[src/verilog/phc_pkg.sv]
// constants and register map of the pll holdover controller
// assumes one 125 MHz core clock and a plain strobe register port
//
// Contract
// - holdover tristates the charge pump instead of pumping up or down
// - manual and automatic holdover act only with both enable bits set
// - manual mode enters holdover at once on alignment pin falling edge
// - manual exit only on next reference phase detector rising edge; the code also waits for the alignment pin to be high again
// - leaving holdover resets the b counter, never the prescaler
// - automatic mode enters holdover whenever lock is lost
// - automatic entry condition is the sensed lock indicator pin level
// - comparator disabled means the lock pin is treated as high
// - automatic holdover persists while no reference edge arrives
// - no re-entry until lock regained and lock pin charged again
// - holdover follows selected reference; switchover loss lasts one edge
// - lock counter field sets consecutive in-window cycles; 00b is five
// - lock pin select code 000100b picks current source lock mode
// - external control bit 1 selects alignment pin, 0 automatic
// - lock window bit 0 selects the high range window
// - reference control bit4 auto switch, bit3 prefer, bits 2:1 buffers
// - lock after n good cycles, unlock after one cycle over threshold
package phc_pkg;
  // register offsets
  localparam logic [7:0] ADDR_LOCK_CFG   = 8'h18;
  localparam logic [7:0] ADDR_LOCK_PIN   = 8'h1a;
  localparam logic [7:0] ADDR_REF_CTRL   = 8'h1c;
  localparam logic [7:0] ADDR_HOLD_CTRL  = 8'h1d;
  localparam logic [7:0] ADDR_STATUS     = 8'h1f;
  // reset values
  localparam logic [7:0] RST_LOCK_CFG    = 8'h08;
  localparam logic [7:0] RST_LOCK_PIN    = 8'h00;
  localparam logic [7:0] RST_REF_CTRL    = 8'h00;
  localparam logic [7:0] RST_HOLD_CTRL   = 8'h00;
  // lock_detect_config fields
  localparam int LD_CNT_LSB   = 5;
  localparam int LD_WIN_BIT   = 4;
  localparam int LD_DIS_BIT   = 3;
  // holdover_control fields
  localparam int HO_EN0_BIT   = 0;
  localparam int HO_EXT_BIT   = 1;
  localparam int HO_EN2_BIT   = 2;
  localparam int HO_CMP_BIT   = 3;
  // reference_select_control fields
  localparam int RS_AUTO_BIT  = 4;
  localparam int RS_PREF_BIT  = 3;
  localparam int RS_BUF_LSB   = 1;
  // lock pin select codes
  localparam logic [5:0] LP_DIGITAL  = 6'h01;
  localparam logic [5:0] LP_CURRENT  = 6'h04;
  // lock counter codes to cycle counts
  localparam logic [7:0] LD_CNT_00   = 8'h05;
  localparam logic [7:0] LD_CNT_01   = 8'h10;
  localparam logic [7:0] LD_CNT_10   = 8'h40;
  localparam logic [7:0] LD_CNT_11   = 8'hff;
  // hold state
  typedef enum logic [1:0] {ST_RUN, ST_HOLD, ST_REARM} phc_state_type;
endpackage : phc_pkg

[src/verilog/phc_holdover.sv]
// holdover controller: registers, lock detector, pump tristate control
// assumes pin inputs asynchronous; phase event inputs are core-clock pulses
`timescale 1ns/10ps
module phc_holdover
(
  input  wire logic       core_clk_i,
  input  wire logic       reset_n_i,
  input  wire logic [7:0] addr_i,
  input  wire logic [7:0] wdata_i,
  input  wire logic       wr_i,
  input  wire logic       rd_i,
  output logic      [7:0] rdata_o,
  input  wire logic       align_pin_n_i,
  input  wire logic       lock_indicator_pin_i,
  input  wire logic       ref_edge_one_i,
  input  wire logic       ref_edge_two_i,
  input  wire logic       pfd_cycle_i,
  input  wire logic       in_lock_win_i,
  input  wire logic       over_unlock_i,
  output logic            pump_tristate_o,
  output logic            b_counter_reset_o,
  output logic            digital_lock_flag_o,
  output logic            lock_pin_current_o,
  output logic [1:0]      ref_buf_en_o,
  output logic            ref_auto_switch_o,
  output logic            ref_prefer_two_o,
  output logic            lock_window_low_o
);

  // ==========================================================
  // register file
  logic [7:0] lock_detect_config;
  logic [7:0] lock_pin_output_select;
  logic [7:0] reference_select_control;
  logic [7:0] holdover_control;
  phc_pkg::phc_state_type state;
  logic [7:0] next_rdata;
  logic       lock_sense;

  // software writes
  always_ff @(posedge core_clk_i)
  begin
    if (!reset_n_i)
    begin
      lock_detect_config       <= phc_pkg::RST_LOCK_CFG;
      lock_pin_output_select   <= phc_pkg::RST_LOCK_PIN;
      reference_select_control <= phc_pkg::RST_REF_CTRL;
      holdover_control         <= phc_pkg::RST_HOLD_CTRL;
    end
    else if (wr_i)
    begin
      unique case (addr_i)
        phc_pkg::ADDR_LOCK_CFG:  lock_detect_config       <= wdata_i;
        phc_pkg::ADDR_LOCK_PIN:  lock_pin_output_select   <= wdata_i;
        phc_pkg::ADDR_REF_CTRL:  reference_select_control <= wdata_i;
        phc_pkg::ADDR_HOLD_CTRL: holdover_control         <= wdata_i;
        default: ;
      endcase
    end
  end

  // read mux, unmapped reads as zero
  always_comb
  begin
    next_rdata = 8'h00;
    unique case (addr_i)
      phc_pkg::ADDR_LOCK_CFG:  next_rdata = lock_detect_config;
      phc_pkg::ADDR_LOCK_PIN:  next_rdata = lock_pin_output_select;
      phc_pkg::ADDR_REF_CTRL:  next_rdata = reference_select_control;
      phc_pkg::ADDR_HOLD_CTRL: next_rdata = holdover_control;
      phc_pkg::ADDR_STATUS:
        next_rdata = {4'h0, lock_sense, digital_lock_flag_o,
                      b_counter_reset_o, pump_tristate_o};
      default: next_rdata = 8'h00;
    endcase
  end

  // read data one cycle after strobe
  always_ff @(posedge core_clk_i)
  begin
    if (!reset_n_i)
      rdata_o <= 8'h00;
    else if (rd_i)
      rdata_o <= next_rdata;
    else
      rdata_o <= 8'h00;
  end

  // ==========================================================
  // configuration outputs
  // reference control, lock window and lock pin select fields
  always_ff @(posedge core_clk_i)
  begin
    if (!reset_n_i)
    begin
      ref_buf_en_o       <= 2'h0;
      ref_auto_switch_o  <= 1'b0;
      ref_prefer_two_o   <= 1'b0;
      lock_window_low_o  <= 1'b0;
      lock_pin_current_o <= 1'b0;
    end
    else
    begin
      ref_buf_en_o <= reference_select_control[phc_pkg::RS_BUF_LSB +: 2];
      ref_auto_switch_o <= reference_select_control[phc_pkg::RS_AUTO_BIT];
      ref_prefer_two_o  <= reference_select_control[phc_pkg::RS_PREF_BIT];
      lock_window_low_o <= lock_detect_config[phc_pkg::LD_WIN_BIT];
      lock_pin_current_o <=
        (lock_pin_output_select[5:0] == phc_pkg::LP_CURRENT);
    end
  end

  // ==========================================================
  // digital lock detector
  logic [7:0] good_cnt;
  logic [7:0] lock_target;

  always_comb
  begin
    unique case (lock_detect_config[phc_pkg::LD_CNT_LSB +: 2])
      2'h0: lock_target = phc_pkg::LD_CNT_00;
      2'h1: lock_target = phc_pkg::LD_CNT_01;
      2'h2: lock_target = phc_pkg::LD_CNT_10;
      2'h3: lock_target = phc_pkg::LD_CNT_11;
    endcase
  end

  // lock after n good, unlock after one bad
  always_ff @(posedge core_clk_i)
  begin
    if (!reset_n_i || lock_detect_config[phc_pkg::LD_DIS_BIT])
    begin
      good_cnt            <= 8'h00;
      digital_lock_flag_o <= 1'b0;
    end
    else if (pfd_cycle_i)
    begin
      if (over_unlock_i)
      begin
        good_cnt            <= 8'h00;
        digital_lock_flag_o <= 1'b0;
      end
      else if (!in_lock_win_i)
        good_cnt <= 8'h00;
      else if (good_cnt + 8'h01 >= lock_target)
      begin
        good_cnt            <= lock_target;
        digital_lock_flag_o <= 1'b1;
      end
      else
        good_cnt <= good_cnt + 8'h01;
    end
  end

  // ==========================================================
  // pin synchronisers and sensing
  logic [1:0] align_sync;
  logic [1:0] lock_sync;
  logic       align_prev;
  logic       align_fall;
  logic       ref_edge;

  // two-stage sync, edge from second stage
  always_ff @(posedge core_clk_i)
  begin
    if (!reset_n_i)
    begin
      align_sync <= 2'h3;
      lock_sync  <= 2'h3; // pin idles high, locked
      align_prev <= 1'b1;
    end
    else
    begin
      align_sync <= {align_sync[0], align_pin_n_i};
      lock_sync  <= {lock_sync[0], lock_indicator_pin_i};
      align_prev <= align_sync[1];
    end
  end

  assign lock_sense = holdover_control[phc_pkg::HO_CMP_BIT] ?
                      lock_sync[1] : 1'b1;
  assign align_fall = align_prev & ~align_sync[1];
  // edge of the selected reference only
  assign ref_edge = ref_prefer_two_o ? ref_edge_two_i : ref_edge_one_i;

  // ==========================================================
  // holdover state machine
  logic ho_enable;
  logic ext_mode;

  assign ho_enable = holdover_control[phc_pkg::HO_EN0_BIT] &
                     holdover_control[phc_pkg::HO_EN2_BIT];
  assign ext_mode  = holdover_control[phc_pkg::HO_EXT_BIT];

  always_ff @(posedge core_clk_i)
  begin
    if (!reset_n_i || !ho_enable)
      state <= phc_pkg::ST_RUN;
    else
    begin
      unique case (state)
        phc_pkg::ST_RUN:
          if (ext_mode ? align_fall : !lock_sense)
            state <= phc_pkg::ST_HOLD;
        phc_pkg::ST_HOLD:
          // exit on reference edge, pin high in manual
          if (ref_edge && (!ext_mode || align_sync[1]))
            state <= ext_mode ? phc_pkg::ST_RUN : phc_pkg::ST_REARM;
        phc_pkg::ST_REARM:
          // wait for pin to charge again
          if (ext_mode || lock_sense)
            state <= phc_pkg::ST_RUN;
        default: state <= phc_pkg::ST_RUN;
      endcase
    end
  end

  // b counter reset pulse on exit
  always_ff @(posedge core_clk_i)
  begin
    if (!reset_n_i)
    begin
      pump_tristate_o   <= 1'b0;
      b_counter_reset_o <= 1'b0;
    end
    else
    begin
      pump_tristate_o   <= (state == phc_pkg::ST_HOLD);
      b_counter_reset_o <= ho_enable && (state == phc_pkg::ST_HOLD) &&
                           ref_edge && (!ext_mode || align_sync[1]);
    end
  end

  // ==========================================================
  // assertions
  // no holdover when disabled
  hold_needs_en_a: assert property (@(posedge core_clk_i)
    disable iff (!reset_n_i) !ho_enable |=> ##1 !pump_tristate_o)
    else $error("pump tristated while holdover disabled");

  manual_entry_a: assert property (@(posedge core_clk_i)
    disable iff (!reset_n_i)
    (ho_enable && ext_mode && state == phc_pkg::ST_RUN && align_fall
     && $stable(holdover_control)) |=> ##1 pump_tristate_o)
    else $error("manual holdover not entered");

  hold_stays_a: assert property (@(posedge core_clk_i)
    disable iff (!reset_n_i)
    (state == phc_pkg::ST_HOLD && ho_enable && !ref_edge
     && $stable(holdover_control)) |=> state == phc_pkg::ST_HOLD)
    else $error("holdover left without reference edge");

  b_reset_exit_a: assert property (@(posedge core_clk_i)
    disable iff (!reset_n_i)
    b_counter_reset_o |-> ##1 !pump_tristate_o)
    else $error("b counter reset without pump release");

  auto_entry_a: assert property (@(posedge core_clk_i)
    disable iff (!reset_n_i)
    (ho_enable && !ext_mode && state == phc_pkg::ST_RUN && !lock_sense
     && $stable(holdover_control)) |=> ##1 pump_tristate_o)
    else $error("automatic holdover not entered");

  rearm_wait_a: assert property (@(posedge core_clk_i)
    disable iff (!reset_n_i)
    (state == phc_pkg::ST_REARM && !lock_sense && !ext_mode
     && ho_enable && $stable(holdover_control))
    |=> state == phc_pkg::ST_REARM)
    else $error("rearmed before lock pin charged");

  unlock_one_a: assert property (@(posedge core_clk_i)
    disable iff (!reset_n_i) (pfd_cycle_i && over_unlock_i)
    |=> !digital_lock_flag_o)
    else $error("unlock not flagged");

  // code zero needs five good cycles
  lock_five_a: assert property (@(posedge core_clk_i)
    disable iff (!reset_n_i)
    ($rose(digital_lock_flag_o) &&
     lock_detect_config[phc_pkg::LD_CNT_LSB +: 2] == 2'h0)
    |-> good_cnt == 8'h05)
    else $error("lock flagged at wrong count");

  pump_hold_a: assert property (@(posedge core_clk_i)
    disable iff (!reset_n_i)
    (state == phc_pkg::ST_HOLD) |=> pump_tristate_o)
    else $error("pump not tristated in holdover");

  pump_run_a: assert property (@(posedge core_clk_i)
    disable iff (!reset_n_i)
    (state != phc_pkg::ST_HOLD) |=> !pump_tristate_o)
    else $error("pump tristated outside holdover");

  pin_low_hold_a: assert property (@(posedge core_clk_i)
    disable iff (!reset_n_i)
    (state == phc_pkg::ST_HOLD && ho_enable && ext_mode && !align_sync[1])
    |=> state == phc_pkg::ST_HOLD)
    else $error("manual holdover left while pin low");

  // b counter reset lasts one cycle
  b_reset_once_a: assert property (@(posedge core_clk_i)
    disable iff (!reset_n_i)
    b_counter_reset_o |=> !b_counter_reset_o)
    else $error("b counter reset longer than one cycle");

  ref_exit_a: assert property (@(posedge core_clk_i)
    disable iff (!reset_n_i)
    (state == phc_pkg::ST_HOLD && ho_enable && !ext_mode && ref_edge)
    |=> state == phc_pkg::ST_REARM)
    else $error("automatic holdover not left on reference edge");

  ext_ignores_lock_a: assert property (@(posedge core_clk_i)
    disable iff (!reset_n_i)
    (state == phc_pkg::ST_RUN && ho_enable && ext_mode && !align_fall)
    |=> state == phc_pkg::ST_RUN)
    else $error("external holdover entered without pin edge");

  // comparator off never enters automatic hold
  cmp_off_run_a: assert property (@(posedge core_clk_i)
    disable iff (!reset_n_i)
    (state == phc_pkg::ST_RUN && ho_enable && !ext_mode
     && !holdover_control[phc_pkg::HO_CMP_BIT])
    |=> state == phc_pkg::ST_RUN)
    else $error("automatic holdover entered with comparator off");

  reset_clears_a: assert property (@(posedge core_clk_i)
    !reset_n_i |=> state == phc_pkg::ST_RUN && !pump_tristate_o)
    else $error("holdover not cleared by reset");

endmodule : phc_holdover

[config.mk]
export PLATFORM = sky130hd
export DESIGN_NAME = phc_holdover
export DESIGN_NICKNAME = d
export VERILOG_FILES = /design/src/verilog/phc_pkg.sv /design/src/verilog/phc_holdover.sv
export SDC_FILE = /design/constraint.sdc
export NUM_CORES = 1
export LEC_CHECK = 0
export BUFFER_PORTS_ARGS = -buffer_cell sky130_fd_sc_hd__buf_2
export CORE_MARGIN = 2
export CORE_UTILIZATION = 60
export CTS_CLUSTER_SIZE = 8
export DETAILED_ROUTE_END_ITERATION = 10
export PLACE_DENSITY = 0.83
export SYNTH_ARGS = -nofsm -noshare
export SYNTH_HDL_FRONTEND = slang
export SYNTH_SLANG_ARGS = --single-unit
[constraint.sdc]
create_clock -name core_clk_i -period 6.6 [get_ports core_clk_i]
set_input_delay 0.99 -clock core_clk_i [delete_from_list [all_inputs] [get_ports core_clk_i]]
set_output_delay 0.99 -clock core_clk_i [all_outputs]
set_load 0.05 [all_outputs]
# Yosys cells after proc, flatten, opt, wreduce, memory -nomap -nowiden

Cells that the tools add are included.

Add/subtract/negate cells: 1
Multipliers: 0
Divide/modulo/power cells: 0
$lt $le $gt $ge: 1
Eq/ne operators: 14
Shift-type cells: 0
Muxes and demuxes: 16
Bitwise logic cells: 3
Reductions and logical operators: 23

Operators by type and width:

| cell                                                                  | number |
|---|---|
| 8-bit by 5-bit equality test with 1-bit output, second input constant | 5 |
| 8-bit case mux with 5 select lines                                    | 1 |
| 8-bit case mux with 4 select lines                                    | 1 |
| 8-bit 2-to-1 mux                                                      | 3 |
| 2-bit AND reduction                                                   | 5 |
| 8-bit by 1-bit adder with 8-bit output, second input constant         | 1 |
| 8-bit greater-or-equal comparator                                     | 1 |
| 2-bit 2-to-1 mux                                                      | 4 |
| 2-bit equality test, second input constant                            | 3 |
| 6-bit by 3-bit equality test with 1-bit output, second input constant | 1 |
| 1-bit 2-to-1 mux                                                      | 6 |
| 2-bit inequality test, second input constant                          | 3 |
| 2-bit case mux with 3 select lines                                    | 1 |
| 3-bit AND reduction                                                   | 2 |
| 2-bit by 1-bit equality test with 1-bit output, second input constant | 2 |
| 1-bit logical AND                                                     | 4 |
| 1-bit zero test                                                       | 4 |
| 2-bit zero test                                                       | 2 |
| 1-bit logical OR                                                      | 4 |
| 2-bit nonzero test                                                    | 2 |
| 1-bit bitwise AND                                                     | 2 |
| 1-bit NOT                                                             | 1 |

Register bits after elaboration: 64
Bits in latches: 0
RAM bits: 0
Memory bits (read-only): 0
Input port bits: 27
Output and inout port bits: 17
Word-level logic and storage cells: 76
Memories kept: 0

# Depth between registers and ports, before layout

Gate-level depths: netlist of run 1.

Word-level depth: 6
Depth in mapped cells: 11

# Worst setup path before layout of run 1

OpenSTA, ideal clock, no wires.

Path kind: register -> register
From: register good_cnt[0]
To: register good_cnt[5]
Setup time: 0.117 ns
Data arrival time: 2.381 ns
Setup slack: 4.102 ns
Stages on the path, launching flop included: 10
Path buffers: 0
Cell sequence: dfxtp_1 -> ha_1 -> nand2_1 -> nor2_1 -> xor2_1 -> ha_1 -> a21o_1 -> a221oi_4 -> mux2_2 -> a22o_2

Longest elaborated chain between the ends: 5

RTL lines:

| what                                       | line                                     | source |
|---|---|---|
| from (decl)                                | phc_holdover.sv:115                      | `logic [7:0] good_cnt;` |
| from (signal assigned)                     | phc_holdover.sv:147                      | `good_cnt <= lock_target;` |
| from (signal assigned)                     | phc_holdover.sv:151                      | `good_cnt <= good_cnt + 8'h01;` |
| 8-bit by 1-bit adder with 8-bit output (*) | phc_holdover.sv:145, phc_holdover.sv:151 |  |
| 8-bit greater-or-equal comparator          | phc_holdover.sv:145                      | `else if (good_cnt + 8'h01 >= lock_target)` |
| 8-bit 2-to-1 mux (*)                       | phc_holdover.sv:145                      |  |
| 8-bit 2-to-1 mux (*)                       | phc_holdover.sv:143                      | `else if (!in_lock_win_i)` |
| 8-bit 2-to-1 mux (*)                       | phc_holdover.sv:138                      | `if (over_unlock_i)` |

Every way passes the cells marked *; elsewhere a longest branch is shown, timed or not.
A chain may end at the register's enable or synchronous reset.

# Worst setup path in the final report of run 1

Same ends and word-level chain as after synthesis.

==> impl.org, run 1 <==
** Clock network
- Number of buffers created by CTS :: 9
- Count of instances resized after the clock tree is built :: 0
- The clock passes through at most 2 buffers.
- Clock tree root driver cell :: clkbuf_8
- Clock Pin Slew Worst Setup and Hold Paths :: about 70 ps
- For this design, the sink count on the clock tree is 64.
- Level count of the clock H-tree :: 3
- After clock tree synthesis, the flow added hold-fix buffers numbering 0.
- Insertion delay of the later-clocked pin in the worst-skew pair :: between 300 and 400 ps
- Clock tree from TritonCTS :: done
- Post-CTS timing repair inserted 0 buffers for setup.

** Worst setup path
- Required time at the worst-slack endpoint :: between 6000 and 7000 ps
- WP data arrival :: 3240 ps
- In this run the worst path has a maximum fanout of 14.
- Critical Path Start Type :: flop
- Worst Setup SP :: good_cnt[0]
- For this design, the slowest cell found on the critical path is a221oi_4.
- Cell Chain, Critical Path :: ha_1 -> nand2_1 -> nor2_1 -> xor2_1 -> ha_1 -> a21o_1 -> a221oi_4 -> mux2_2 -> a22o_2
- By startpoint and endpoint, the worst setup path is classified as flop to flop.
- For flop-to-flop paths, the worst setup slack is ~3600 ps.
- RR Startpoint :: good_cnt[0]
- Most frequent cell on the critical path :: ha_1
- Delay of the slowest cell on the worst path :: around 620 ps
- Kind of end point of the critical path :: flop

** Logic synthesis
- Most instantiated flip-flop cell in the synthesis netlist :: dfxtp_1
- In the post-synthesis netlist, the biggest area contributors are dfxtp_1, mux2i_1, ha_1.
- Part of the Yosys area used for sequential elements :: 0.4211
- Synthesis produced 326 cells.
- In this run the cell area of the synthesized design comes to roughly 3000 µm².
- The number of nets handed over by synthesis was 367.
- Synthesized area per cell :: 9.334 µm²
- FF+latch count, synth :: 64
- Counting distinct cell types in the post-synthesis netlist gives 46.
- For this run, the number of Yosys warnings is 0.
- Library cell with the largest summed area after synthesis :: dfxtp_1
- For this run, asynchronously set or reset flops after synthesis account for 0.
- Area share of the largest cell type after synthesis :: 0.4211
- The synthesized design contains 0 enable-type register cells.

** Routing
- For this run, design rule violations remaining after detail routing come to 0.
- Via count :: 2,447
- The first detailed-routing pass ran for 4 iterations.
- The detailed router finished its first iteration with 167 violations.
- In this run the remaining antenna-violating nets after routing total 0.
- Routed wirelength normalized by instance count :: roughly 15 µm
- Using the TritonRoute via totals, the vias-per-cell ratio works out to about 5.6.
- Drt total wl :: 6416 µm

** Floorplan
- Die outline width :: between 70 and 80 µm
- The die is 75.22 µm tall.
- Row generation in the floorplan step produced 25 rows.
- Initial Util :: 0.6317
- The die covers about 5700 µm².
- I/O pins :: 44
- The core region is approximately 4800 µm².

** Pwr
- Worst VDD drop :: approximately 0.16 mV
- P_leak :: roughly 1.5 nW
- Pwr/cell area :: 220.1 nW/µm²

** Run status
- The run finished with clean final reports.

** Timing
- Between clock sinks in the finished design, the worst skew comes to between 7 and 8 ps.
- Setup repair after global routing left no endpoint under its margin.
- Final setup violating endpoints :: 0
- Least-Margin Pin Slew :: 1236 ps
- The hold violation count in the final report was 0.
- Highest clock frequency the design can meet :: about 330 MHz
- Slew Limit Headroom :: 0.1698
- Of the available clock period, the critical path in the final layout requires 0.4535.
- TNS Setup :: 0 ps
- Pins Over Slew Limit :: 0
- Counting I/O delays and the setup requirement, the final critical path takes about 3000 ps.
- In the post-route analysis, the smallest setup slack over all paths is roughly 3600 ps.

** Layout
- 0 antenna diodes ended up in the layout.
- Counting the fill cells in the layout gives slightly above 400.
- With fillers left out, the area of the finished cells amounts to roughly 3500 µm².
- Fraction of layout instances using a drive strength above 1 :: 0.2005
- For this run, the post-layout net count is about 410.
- Synthesis-to-finish area growth :: 14.23%

** Global routing
- Initial antenna violation count :: 0
- Global-route wire length before repair :: 10,430 µm
- In the global route stage, overall resource usage came out at 0.2485.
- Entering global routing, the biggest net connects 48 pins.
- The via count of the first global-routing pass came to 2,241.
- Grt ovf :: 0

** Worst hold path
- Min-delay src :: align_sync[0]
- The path class of the tightest hold or removal check is flop to flop.

** Placement
- Instance area at placement :: between 3000 and 4000 µm²
- Timing analysis after detailed placement gives a worst setup slack of around 3300 ps.
- Summed over all nets, the half-perimeter wirelength after detailed placement is 4348 µm.
- The count of buffers added on input and output ports is 43.
- Global placement routability congestion :: 0.8200

** Job
- Maximum capacitance violations :: 0
-- per-stage QoR --
| stage | cells | util | power (mW) | hold slack (ps) |
|---|---|---|---|---|
| floorplan | 326 | - | 0.4153 | 386.3 |
| global placement | 420 | 0.6787 | 0.4280 | 390.3 |
| detailed placement | 420 | 0.6787 | 0.4283 | 395.3 |
| CTS | 436 | 0.7216 | 0.7687 | 415.5 |
| global route | 436 | 0.7216 | 0.7888 | 426.9 |
| finish | 436 | 0.7216 | 0.7649 | 413.5 |
-- sequential cells by signal (all words and copies together) (netlist names) --
name,flops
lock_sync,2
rdata_o,8
reference_select_control,8
b_counter_reset_o,1
ref_prefer_two_o,1
ref_buf_en_o,2
ref_auto_switch_o,1
digital_lock_flag_o,1
state,2
lock_detect_config,8
align_sync,2
holdover_control,8
lock_window_low_o,1
pump_tristate_o,1
lock_pin_output_select,8
align_prev,1
good_cnt,8
lock_pin_current_o,1
-- Yosys cell counts, types with 4 or more instances --
cell	number
dfxtp_1	64
nor2_1	31
mux2i_1	29
nand2_1	24
nor2b_1	20
o21ai_0	18
nand3_1	17
ha_1	14
a21boi_0	12
clkbuf_1	11
inv_1	8
nand2b_1	8
a21oi_1	7
a31oi_1	6
and2_1	5
mux2_2	5
buf_2	4
o211ai_1	4
-- power by group --
group | internal (mW) | switching, mW | leakage [nW]
clock | 0.193 | 0.152 | 0.101
combinational | 0.0126 | 0.0192 | 0.903
sequential | 0.388 | 0.000494 | 0.516
-- critical path: cells and delay by family, from the launching register on --
family,cells,cell delay (ps)
AND/OR/NAND/NOR,2,200
adder cells (fa/ha/maj),2,590
XOR/XNOR,1,210
AO/OA/AOI/OAI,3,1040
flip-flops,1,450
multiplexers,1,410
-- area by class of cell --
cell class	instances	area, µm²	area share
multi-input combinational	238	1659	0.4773
sequential	64	1281	0.3686
timing repair buffer	43	215.2	0.06191
clock buffer	11	151.4	0.04356
tap	67	83.83	0.02412
clock inverter	5	55.05	0.01584
inverter	8	30.03	0.008639
-- logic make-up (layout without fill, tap and decap cells) --
kind of cell               Yosys count  in the layout  share of synthesized area
AOI/OAI and AO/OA                   65             65                     0.1484
xor gates and xnor gates             6              6                    0.01727
adders and majority gates           14             14                    0.05757
buffers and inverters               24             67                    0.03372
DFF                                 64             64                     0.4211
muxes                               34             34                     0.1139
and+or+nand+nor                    119            119                     0.2081
-- final timing paths --
check                           cells past startpoint            end
worst max register to register                      9    good_cnt[5]
worst min-delay path                                1  align_sync[1]
worst min register to register                      1  align_sync[1]
worst max-delay path                                9    good_cnt[5]
-- cells in the final DEF (no fill, tap or decap), types with 4 or more instances in the layout --
| master | netlist | final |
|---|---|---|
| buf_2 | 4 | 43 |
| nor2_1 | 31 | 31 |
| clkbuf_8 | 0 | 11 |
| a21oi_1 | 7 | 7 |
| o21ai_0 | 18 | 18 |
| nor2b_1 | 20 | 20 |
| nand3_1 | 17 | 17 |
| a21boi_0 | 12 | 12 |
| nand2_1 | 24 | 24 |
| inv_1 | 8 | 8 |
| dfxtp_1 | 64 | 64 |
| nand2b_1 | 8 | 8 |
| mux2_2 | 5 | 5 |
| o211ai_1 | 4 | 4 |
| a31oi_1 | 6 | 6 |
| ha_1 | 14 | 14 |
| mux2i_1 | 29 | 29 |
| and2_1 | 5 | 5 |
-- layer usage --
metal	track usage	routed length [µm]	up-vias
met5	0	0	-
met4	0.08772	110	0
met3	0.07764	350	11
met2	0.4084	3066	69
met1	0.3092	2888	1152
li1	-	-	1215
Note: power is estimated with default switching activity, not from simulation.
==> run 2, diff against run 1 <==
ABC_AREA = 1   (was unset)
CORE_UTILIZATION = 51   (was 60)
PLACE_DENSITY = 0.75   (was 0.83)
clock period = 2.75 ns   (was 6.6 ns; I/O delays follow)
==> impl.org, run 2 <==
** Logic synthesis
- Each instance of the synthesized netlist takes up on average around 7.3 µm².
- Summed over all instances, the cell type with the most area after synthesis is dfxtp_1.
- Synthesized netlist cell count :: between 400 and 500
- Yosys warning total :: 0
- In the post-synthesis netlist, the biggest area contributors are dfxtp_1, nand2_1, nand3_1.
- Post-synthesis instance area :: between 3000 and 4000 µm²
- Synth cell count leaders :: nand2_1, dfxtp_1, inv_1, nand3_1, nor2_1
- In the synthesized netlist the async set-or-reset flop fraction comes to 0.
- Area share of the largest cell type after synthesis :: 0.4260
- For this run, the register share of the synthesized area comes to 0.4260.
- Counting flops with a built-in enable in the synthesized netlist gives 0.
- Most instantiated flip-flop cell in the synthesis netlist :: dfxtp_1
- Syn Nets :: 452
- Library cells used by synthesis :: 31
- Most frequent cell after synthesis :: nand2_1
- FF+latch count, synth :: 64

** Worst hold path
- Min-delay src :: lock_indicator_pin_i
- Along the worst hold path, the cell count comes to 2.
- Destination of the worst hold path :: lock_sync[0]
- Worst hold path class :: input port to flop

** Timing
- Slew Limit Headroom :: 0.6434
- Minimum period implied by the final worst setup slack :: approximately 2400 ps
- Period utilization :: 0.8624
- Derived from the worst setup path, the maximum achievable clock frequency is roughly 420 MHz.
- Clock skew on the completed layout was measured at approximately 5 ps.
- The hold violation count in the final report was 0.
- RSZ-0062 raised after global routing :: no
- After routing, the total negative slack on setup checks comes to 0 ps.
- Pins Over Slew Limit :: 0
- Final setup violating endpoints :: 0
- Least-Margin Pin Slew :: between 500 and 600 ps
- In the post-route analysis, the smallest setup slack over all paths is roughly 380 ps.

** Global routing
- In the global route stage, overall resource usage came out at 0.2450.
- Largest net degree at the start of global routing :: 33
- Grt ovf :: 0
- Vias in the first global route :: approximately 2,600
- The first global-routing pass estimated 12,160 µm of wire.
- The number of antenna violations at the first check in global routing is 0.

** Routing
- The first detailed-routing pass took 4 iterations.
- DRC marker count from the first detailed-route iteration :: 130
- For this run, design rule violations remaining after detail routing come to 0.
- Drt total wl :: between 7000 and 8000 µm
- Via count :: around 2,800
- Remaining antenna violation count after routing :: 0
- Dividing the detail-routed wire length by the instance count gives around 13 µm.
- After detailed routing, the number of vias per cell comes to between 5 and 6.

** Worst setup path
- Depth of the most critical reg-to-reg path :: 14
- Critical Path Start Type :: flop
- The largest individual stage delay along the critical path comes from the cell dfxtp_1.
- Delay of the slowest cell on the worst path :: about 430 ps
- Most frequent cell on the critical path :: nand2_1
- The endpoint identified for the worst register-to-register timing path is good_cnt[1].
- Along the worst path, the maximum fanout reaches 10.
- STA classifies the critical path endpoint as a flop.
- The worst register-to-register path begins at good_cnt[0].
- Cell Chain, Critical Path :: ha_1 -> nand2_1 -> nor2_1 -> nand3_1 -> nand2_1 -> inv_1 -> ha_1 -> nand2_1 -> nor2_1 -> nand2_1 -> nand2_1 -> nand2_1 -> nand3_1 -> a21oi_1
- WP data arrival :: between 2000 and 3000 ps
- STA puts the critical path data required time at roughly 3000 ps.
- Setup Crit Path Kind :: flop to flop
- Setup slack on the worst reg-to-reg path comes out at between 300 and 400 ps.

** Floorplan
- Count of standard-cell rows :: 27
- The die is 80.80 µm tall.
- The initial utilization of the core area, before any placement, comes to 0.5364.
- The floorplan step defined a die boundary enclosing 6528 µm².
- Die outline width :: 80.80 µm
- The floorplan step defined a core boundary enclosing about 5600 µm².
- I/O pins :: between 40 and 50

** Clock network
- Count of instances resized after the clock tree is built :: 0
- Number of buffers inserted by post-CTS setup repair :: 0
- Hold-fix buffer count after cts :: 0
- The clock drives 64 sinks.
- Clock tree root driver cell :: clkbuf_8
- Clock Pin Slew Worst Setup and Hold Paths :: ~70 ps
- Clock tree synthesis inserted a total of 9 buffers.
- Maximum root-to-sink buffer count :: 2
- The H-tree was split into 3 levels.
- Clock tree from TritonCTS :: done
- Insertion delay of the later-clocked pin in the worst-skew pair :: around 350 ps

** Pwr
- Worst VDD drop :: ~0.40 mV
- P_leak :: between 1.5 and 2 nW
- For this design the ratio of total power to cell area is 554.4 nW/µm².

** Run status
- Run status :: finished, final reports clean

** Layout
- Leading cell types in the layout, fill and taps excluded :: nand2_1, dfxtp_1, inv_1
- In the final layout, the share of cells above drive strength 1 is 0.1677.
- The final layout contains around 500 nets.
- Number of diodes :: 0
- Synthesis-to-finish area growth :: 17.47%
- Most common cell after layout, fill and taps aside :: nand2_1
- Leaving out filler cells and counting taps, the final layout contains 537.

** Placement
- Post-placement worst setup slack :: 404.5 ps
- Summed over all nets, the half-perimeter wirelength after detailed placement is between 5000 and 6000 µm.
- Number of port buffers :: 43
- At the end of routability-driven placement, the weighted congestion stood at approximately 0.9.
- Placed Cells incl. Taps :: around 520

** Job
- Maximum capacitance violations :: 0
run 2: changes by cell type after synthesis, moves of 6 or more:
cell / delta
nand2_1: +50
nand2b_1: -8
clkbuf_1: -6
a21oi_1: +31
nor2_1: +10
o21ai_1: +7
inv_1: +43
nor3_1: +9
a21boi_0: -12
a31oi_1: -6
nor2b_1: -20
mux2i_1: -29
nand3_1: +29
run 2: per-layer routing:
| metal | GRT usage | vias to the layer above | routed length [µm] |
|---|---|---|---|
| met1 | 0.3287 | 1263 | 3334 |
| li1 | - | 1459 | - |
| met2 | 0.3875 | 62 | 3250 |
| met4 | 0.09661 | 0 | 136 |
| met3 | 0.05222 | 12 | 390 |
| met5 | 0 | - | 0 |
run 2: worst max path at each step:
stage | start | end | slack [ps] | cells after the start
floorplan | good_cnt[0] | good_cnt[1] | 650 | 14
global placement | good_cnt[0] | good_cnt[1] | 480 | 14
detailed placement | good_cnt[0] | good_cnt[1] | 400 | 14
CTS | good_cnt[0] | good_cnt[1] | 400 | 14
global route | good_cnt[0] | good_cnt[1] | 90 | 14
finish | good_cnt[0] | good_cnt[1] | 380 | 14
run 2: report_power, final:
| part | switching [mW] | internal [mW] | total, mW |
|---|---|---|---|
| combinational | 0.0544 | 0.0250 | 0.0795 |
| clock | 0.380 | 0.567 | 0.947 |
| sequential | 0.00144 | 0.930 | 0.932 |
run 2: logic make-up (layout without fill, tap and decap cells):
family / after synthesis / after routing / share of synthesized area
AND/OR/NAND/NOR: 190 / 190 / 0.2895
AO/OA/AOI/OAI: 80 / 80 / 0.1427
flip-flops: 64 / 64 / 0.4260
buffers and inverters: 62 / 116 / 0.08070
adder cells (fa/ha/maj): 14 / 14 / 0.05824
XOR/XNOR: 1 / 1 / 0.002912
run 2: stage by stage:
step / cell area (µm²) / power [mW] / util / hold WS (ps)
after global routing: 3533 / 2.024 / 0.6301 / 241.0
after global placement: 3296 / 1.031 / 0.5877 / 394.4
after CTS: 3533 / 1.974 / 0.6301 / 229.8
after detailed placement: 3296 / 1.031 / 0.5877 / 397.7
final: 3533 / 1.959 / 0.6301 / 240.1
after floorplan: 3008 / 0.9929 / - / 392.5
run 2: final cells by class:
| cell class | count | area [µm²] |
|---|---|---|
| Clock inverter | 5 | 86.33 |
| Multi-Input combinational cell | 285 | 1484 |
| Inverter | 54 | 202.7 |
| Timing Repair Buffer | 46 | 237.7 |
| Clock buffer | 11 | 151.4 |
| Sequential cell | 64 | 1281 |
| Fill cell | 529 | 2074 |
| Tap cell | 72 | 90.09 |
run 2: critical path, delay by kind of cell, from the launching register on:
kind	cells	cell delay (ps)
adder cells (fa/ha/maj)	2	470
buffers and inverters	1	50
AO/OA/AOI/OAI	1	150
flip-flops	1	430
AND/OR/NAND/NOR	10	1200
==> run 3, diff against run 2 <==
clock period = 1.98 ns   (was 2.75 ns; I/O delays follow)
==> impl.org, run 3 (synthesis gave the netlist of run 2 again) <==
** Run status
- The flow ran to the end, but the final reports show violations.
- The final reports fail on negative setup slack.

** Placement
- Port buffering added 43 buffers.
- Routability-driven placement finished with a final weighted congestion of between 0.8 and 0.9.
- Timing analysis after detailed placement gives a worst setup slack of -144.6 ps.
- Detailed placement finished with a half-perimeter wire length of 5714 µm.

** Worst setup path
- Setup Crit Path Kind :: flop to flop
- Of all nets on the critical path, the largest fanout is 5.
- Critical Path Start Type :: flop
- Slowest cell on crit path :: dfxtp_4
- Family with the most delay on the worst path :: simple AND/OR/NAND/NOR gates
- For the worst setup path, the data arrival time is 2380 ps.
- The worst setup path is captured at a flop.
- Walking the worst path, the cells encountered are ha_4 -> nand2_4 -> inv_2 -> a21o_1 -> nand2_2 -> inv_2 -> ha_4 -> a21oi_4 -> nor2_4 -> nor2_4 -> nand2_4 -> nand2_2 -> nand3_1 -> a21oi_1.
- In this design, the stage delay of the slowest critical-path cell is ~370 ps.
- The critical path contains buffers and inverters numbering 2 combined.
- Data on the critical path is required at its endpoint by ~2300 ps.

** Clock network
- Number of buffers created by CTS :: 9
- TritonCTS built the clock tree.
- The clock net in this run drives a total of 64 sinks.
- The clock passes through at most 2 buffers.
- Level count of the clock H-tree :: 3
- Hold-fix buffer count after cts :: 0
- Insertion delay of the later-clocked pin in the worst-skew pair :: around 350 ps
- Clock tree root driver cell :: clkbuf_8
- Clock-pin slew was measured on the worst setup and hold paths at approximately 70 ps.

** Job
- The tool flagged a number of max-cap violations equal to 0.

** Pwr
- P_leak :: approximately 1.8 nW
- After layout, the design draws a total of 2.576 mW.
- VDD sags by at most 0.5034 mV.
- Pwr/cell area :: 643.0 nW/µm²

** Global routing
- Largest net degree at the start of global routing :: 19
- Vias in the first global route :: 2,916
- In the global route stage, overall resource usage came out at 0.2760.
- Grt ovf :: 0
- The number of antenna violations at the first check in global routing came to 0.
- The first global-routing pass estimated ~13,000 µm of wire.

** Timing
- Setup violations remaining at the end of the flow were counted as 9.
- For this run, the top clock speed supported by timing is about 470 MHz.
- Headroom to the max-slew limit came out at 0.5529.
- For the final database, setup skew stands at roughly 11 ps.
- TNS Setup :: -987.8 ps
- Once routing completed, OpenROAD measured the worst setup slack at -130.2 ps.
- Final Hold Slack :: about 130 ps
- The worst path in the final design needs a cycle of about 2100 ps, including I/O delays and setup.
- The hold violation count in the final report was 0.
- Period utilization :: 1.066
- Least-Margin Pin Slew :: between 600 and 700 ps
- Setup repair after global routing could not meet its margin everywhere.
- Pins Over Slew Limit :: 0

** Routing
- After detailed routing, the total wire length is between 8000 and 9000 µm.
- For this run, the detailed router's first-pass iteration total came to 5.
- In the routed layout, each cell is associated on average with a via count of 5.510.
- In this run, the number of DRC markers left after iteration 0 of detailed routing was approximately 280.
- Routed wirelength normalized by instance count :: 15.35 µm
- For this run, design rule violations remaining after detail routing come to 0.
- For this block, the via count after detailed routing is between 3,000 and 4,000.
- The count of nets left with antenna violations once routing finished came out at 0.

** Layout
- Synthesis-to-finish area growth :: 33.19%
- Layout fillers :: 482
- Fraction of layout instances using a drive strength above 1 :: 0.3180
- The library cell used most frequently in the layout, excluding fill and tap cells, is nand2_1.
- Leading cell types in the layout, fill and taps excluded :: nand2_1, dfxtp_1, inv_1
- 0 antenna diodes ended up in the layout.
- At the end of the flow the core is filled with cells to 0.7144.
- Final-stage net count :: around 540

** Floorplan
- Die outline width :: slightly above 80 µm
- The initial utilization of the core area, before any placement, comes to 0.5364.
- between 40 and 50 I/O pins were placed.
- Area of the die :: approximately 6500 µm²
- Row generation in the floorplan step produced 27 rows.
- Measured along the y axis, the die boundary spans slightly above 80 µm.
- Area of the core :: ~5600 µm²

** Worst hold path
- Worst hold path class :: input port to flop
==> run 3: routing by layer <==
| metal | GRT usage | share of wire | wire length (µm) |
|---|---|---|---|
| met1 | 0.3506 | 0.43 | 3740 |
| met2 | 0.4358 | 0.48 | 4252 |
| met3 | 0.08667 | 0.070 | 611 |
| met4 | 0.1153 | 0.020 | 175 |
| met5 | 0 | 0 | 0 |
==> run 3: where the power goes <==
part	internal, mW	switching, mW
Sequential	1.29	0.00183
Clock	0.653	0.515
Combinational	0.0388	0.0798
==> run 3: repair_timing <==
item,CTS,global route
pin swaps,29,10
gates resized for setup,50,10
buffers inserted,10,0
setup endpoints to repair,9,9
==> run 3: metrics by stage <==
stage / std cells / cell area [µm²]
global placement: 546 / 3496
finish: 572 / 4006
global route: 572 / 4006
floorplan: 411 / 3020
CTS: 572 / 3958
detailed placement: 546 / 3496
==> run 3: worst paths after layout <==
path / end / slack, ps / startpoint / cells after the start
worst max-delay path: good_cnt[0] / -130 / good_cnt[1] / 14
worst min-delay path: lock_sync[0] / 130 / lock_indicator_pin_i / 2
worst max register to register: good_cnt[0] / -130 / good_cnt[1] / 14
worst min register to register: lock_sync[1] / 410 / lock_sync[0] / 1
==> run 3: final cells by class <==
cell class                 instances  area, µm²  area share
inverter                          54      202.7     0.05059
clock inverter                     4      51.30     0.01280
sequential                        64       1297      0.3239
timing repair buffer              81      504.2      0.1259
clock buffer                      12      155.1     0.03873
tap                               72      90.09     0.02249
multi-input combinational        285       1705      0.4257
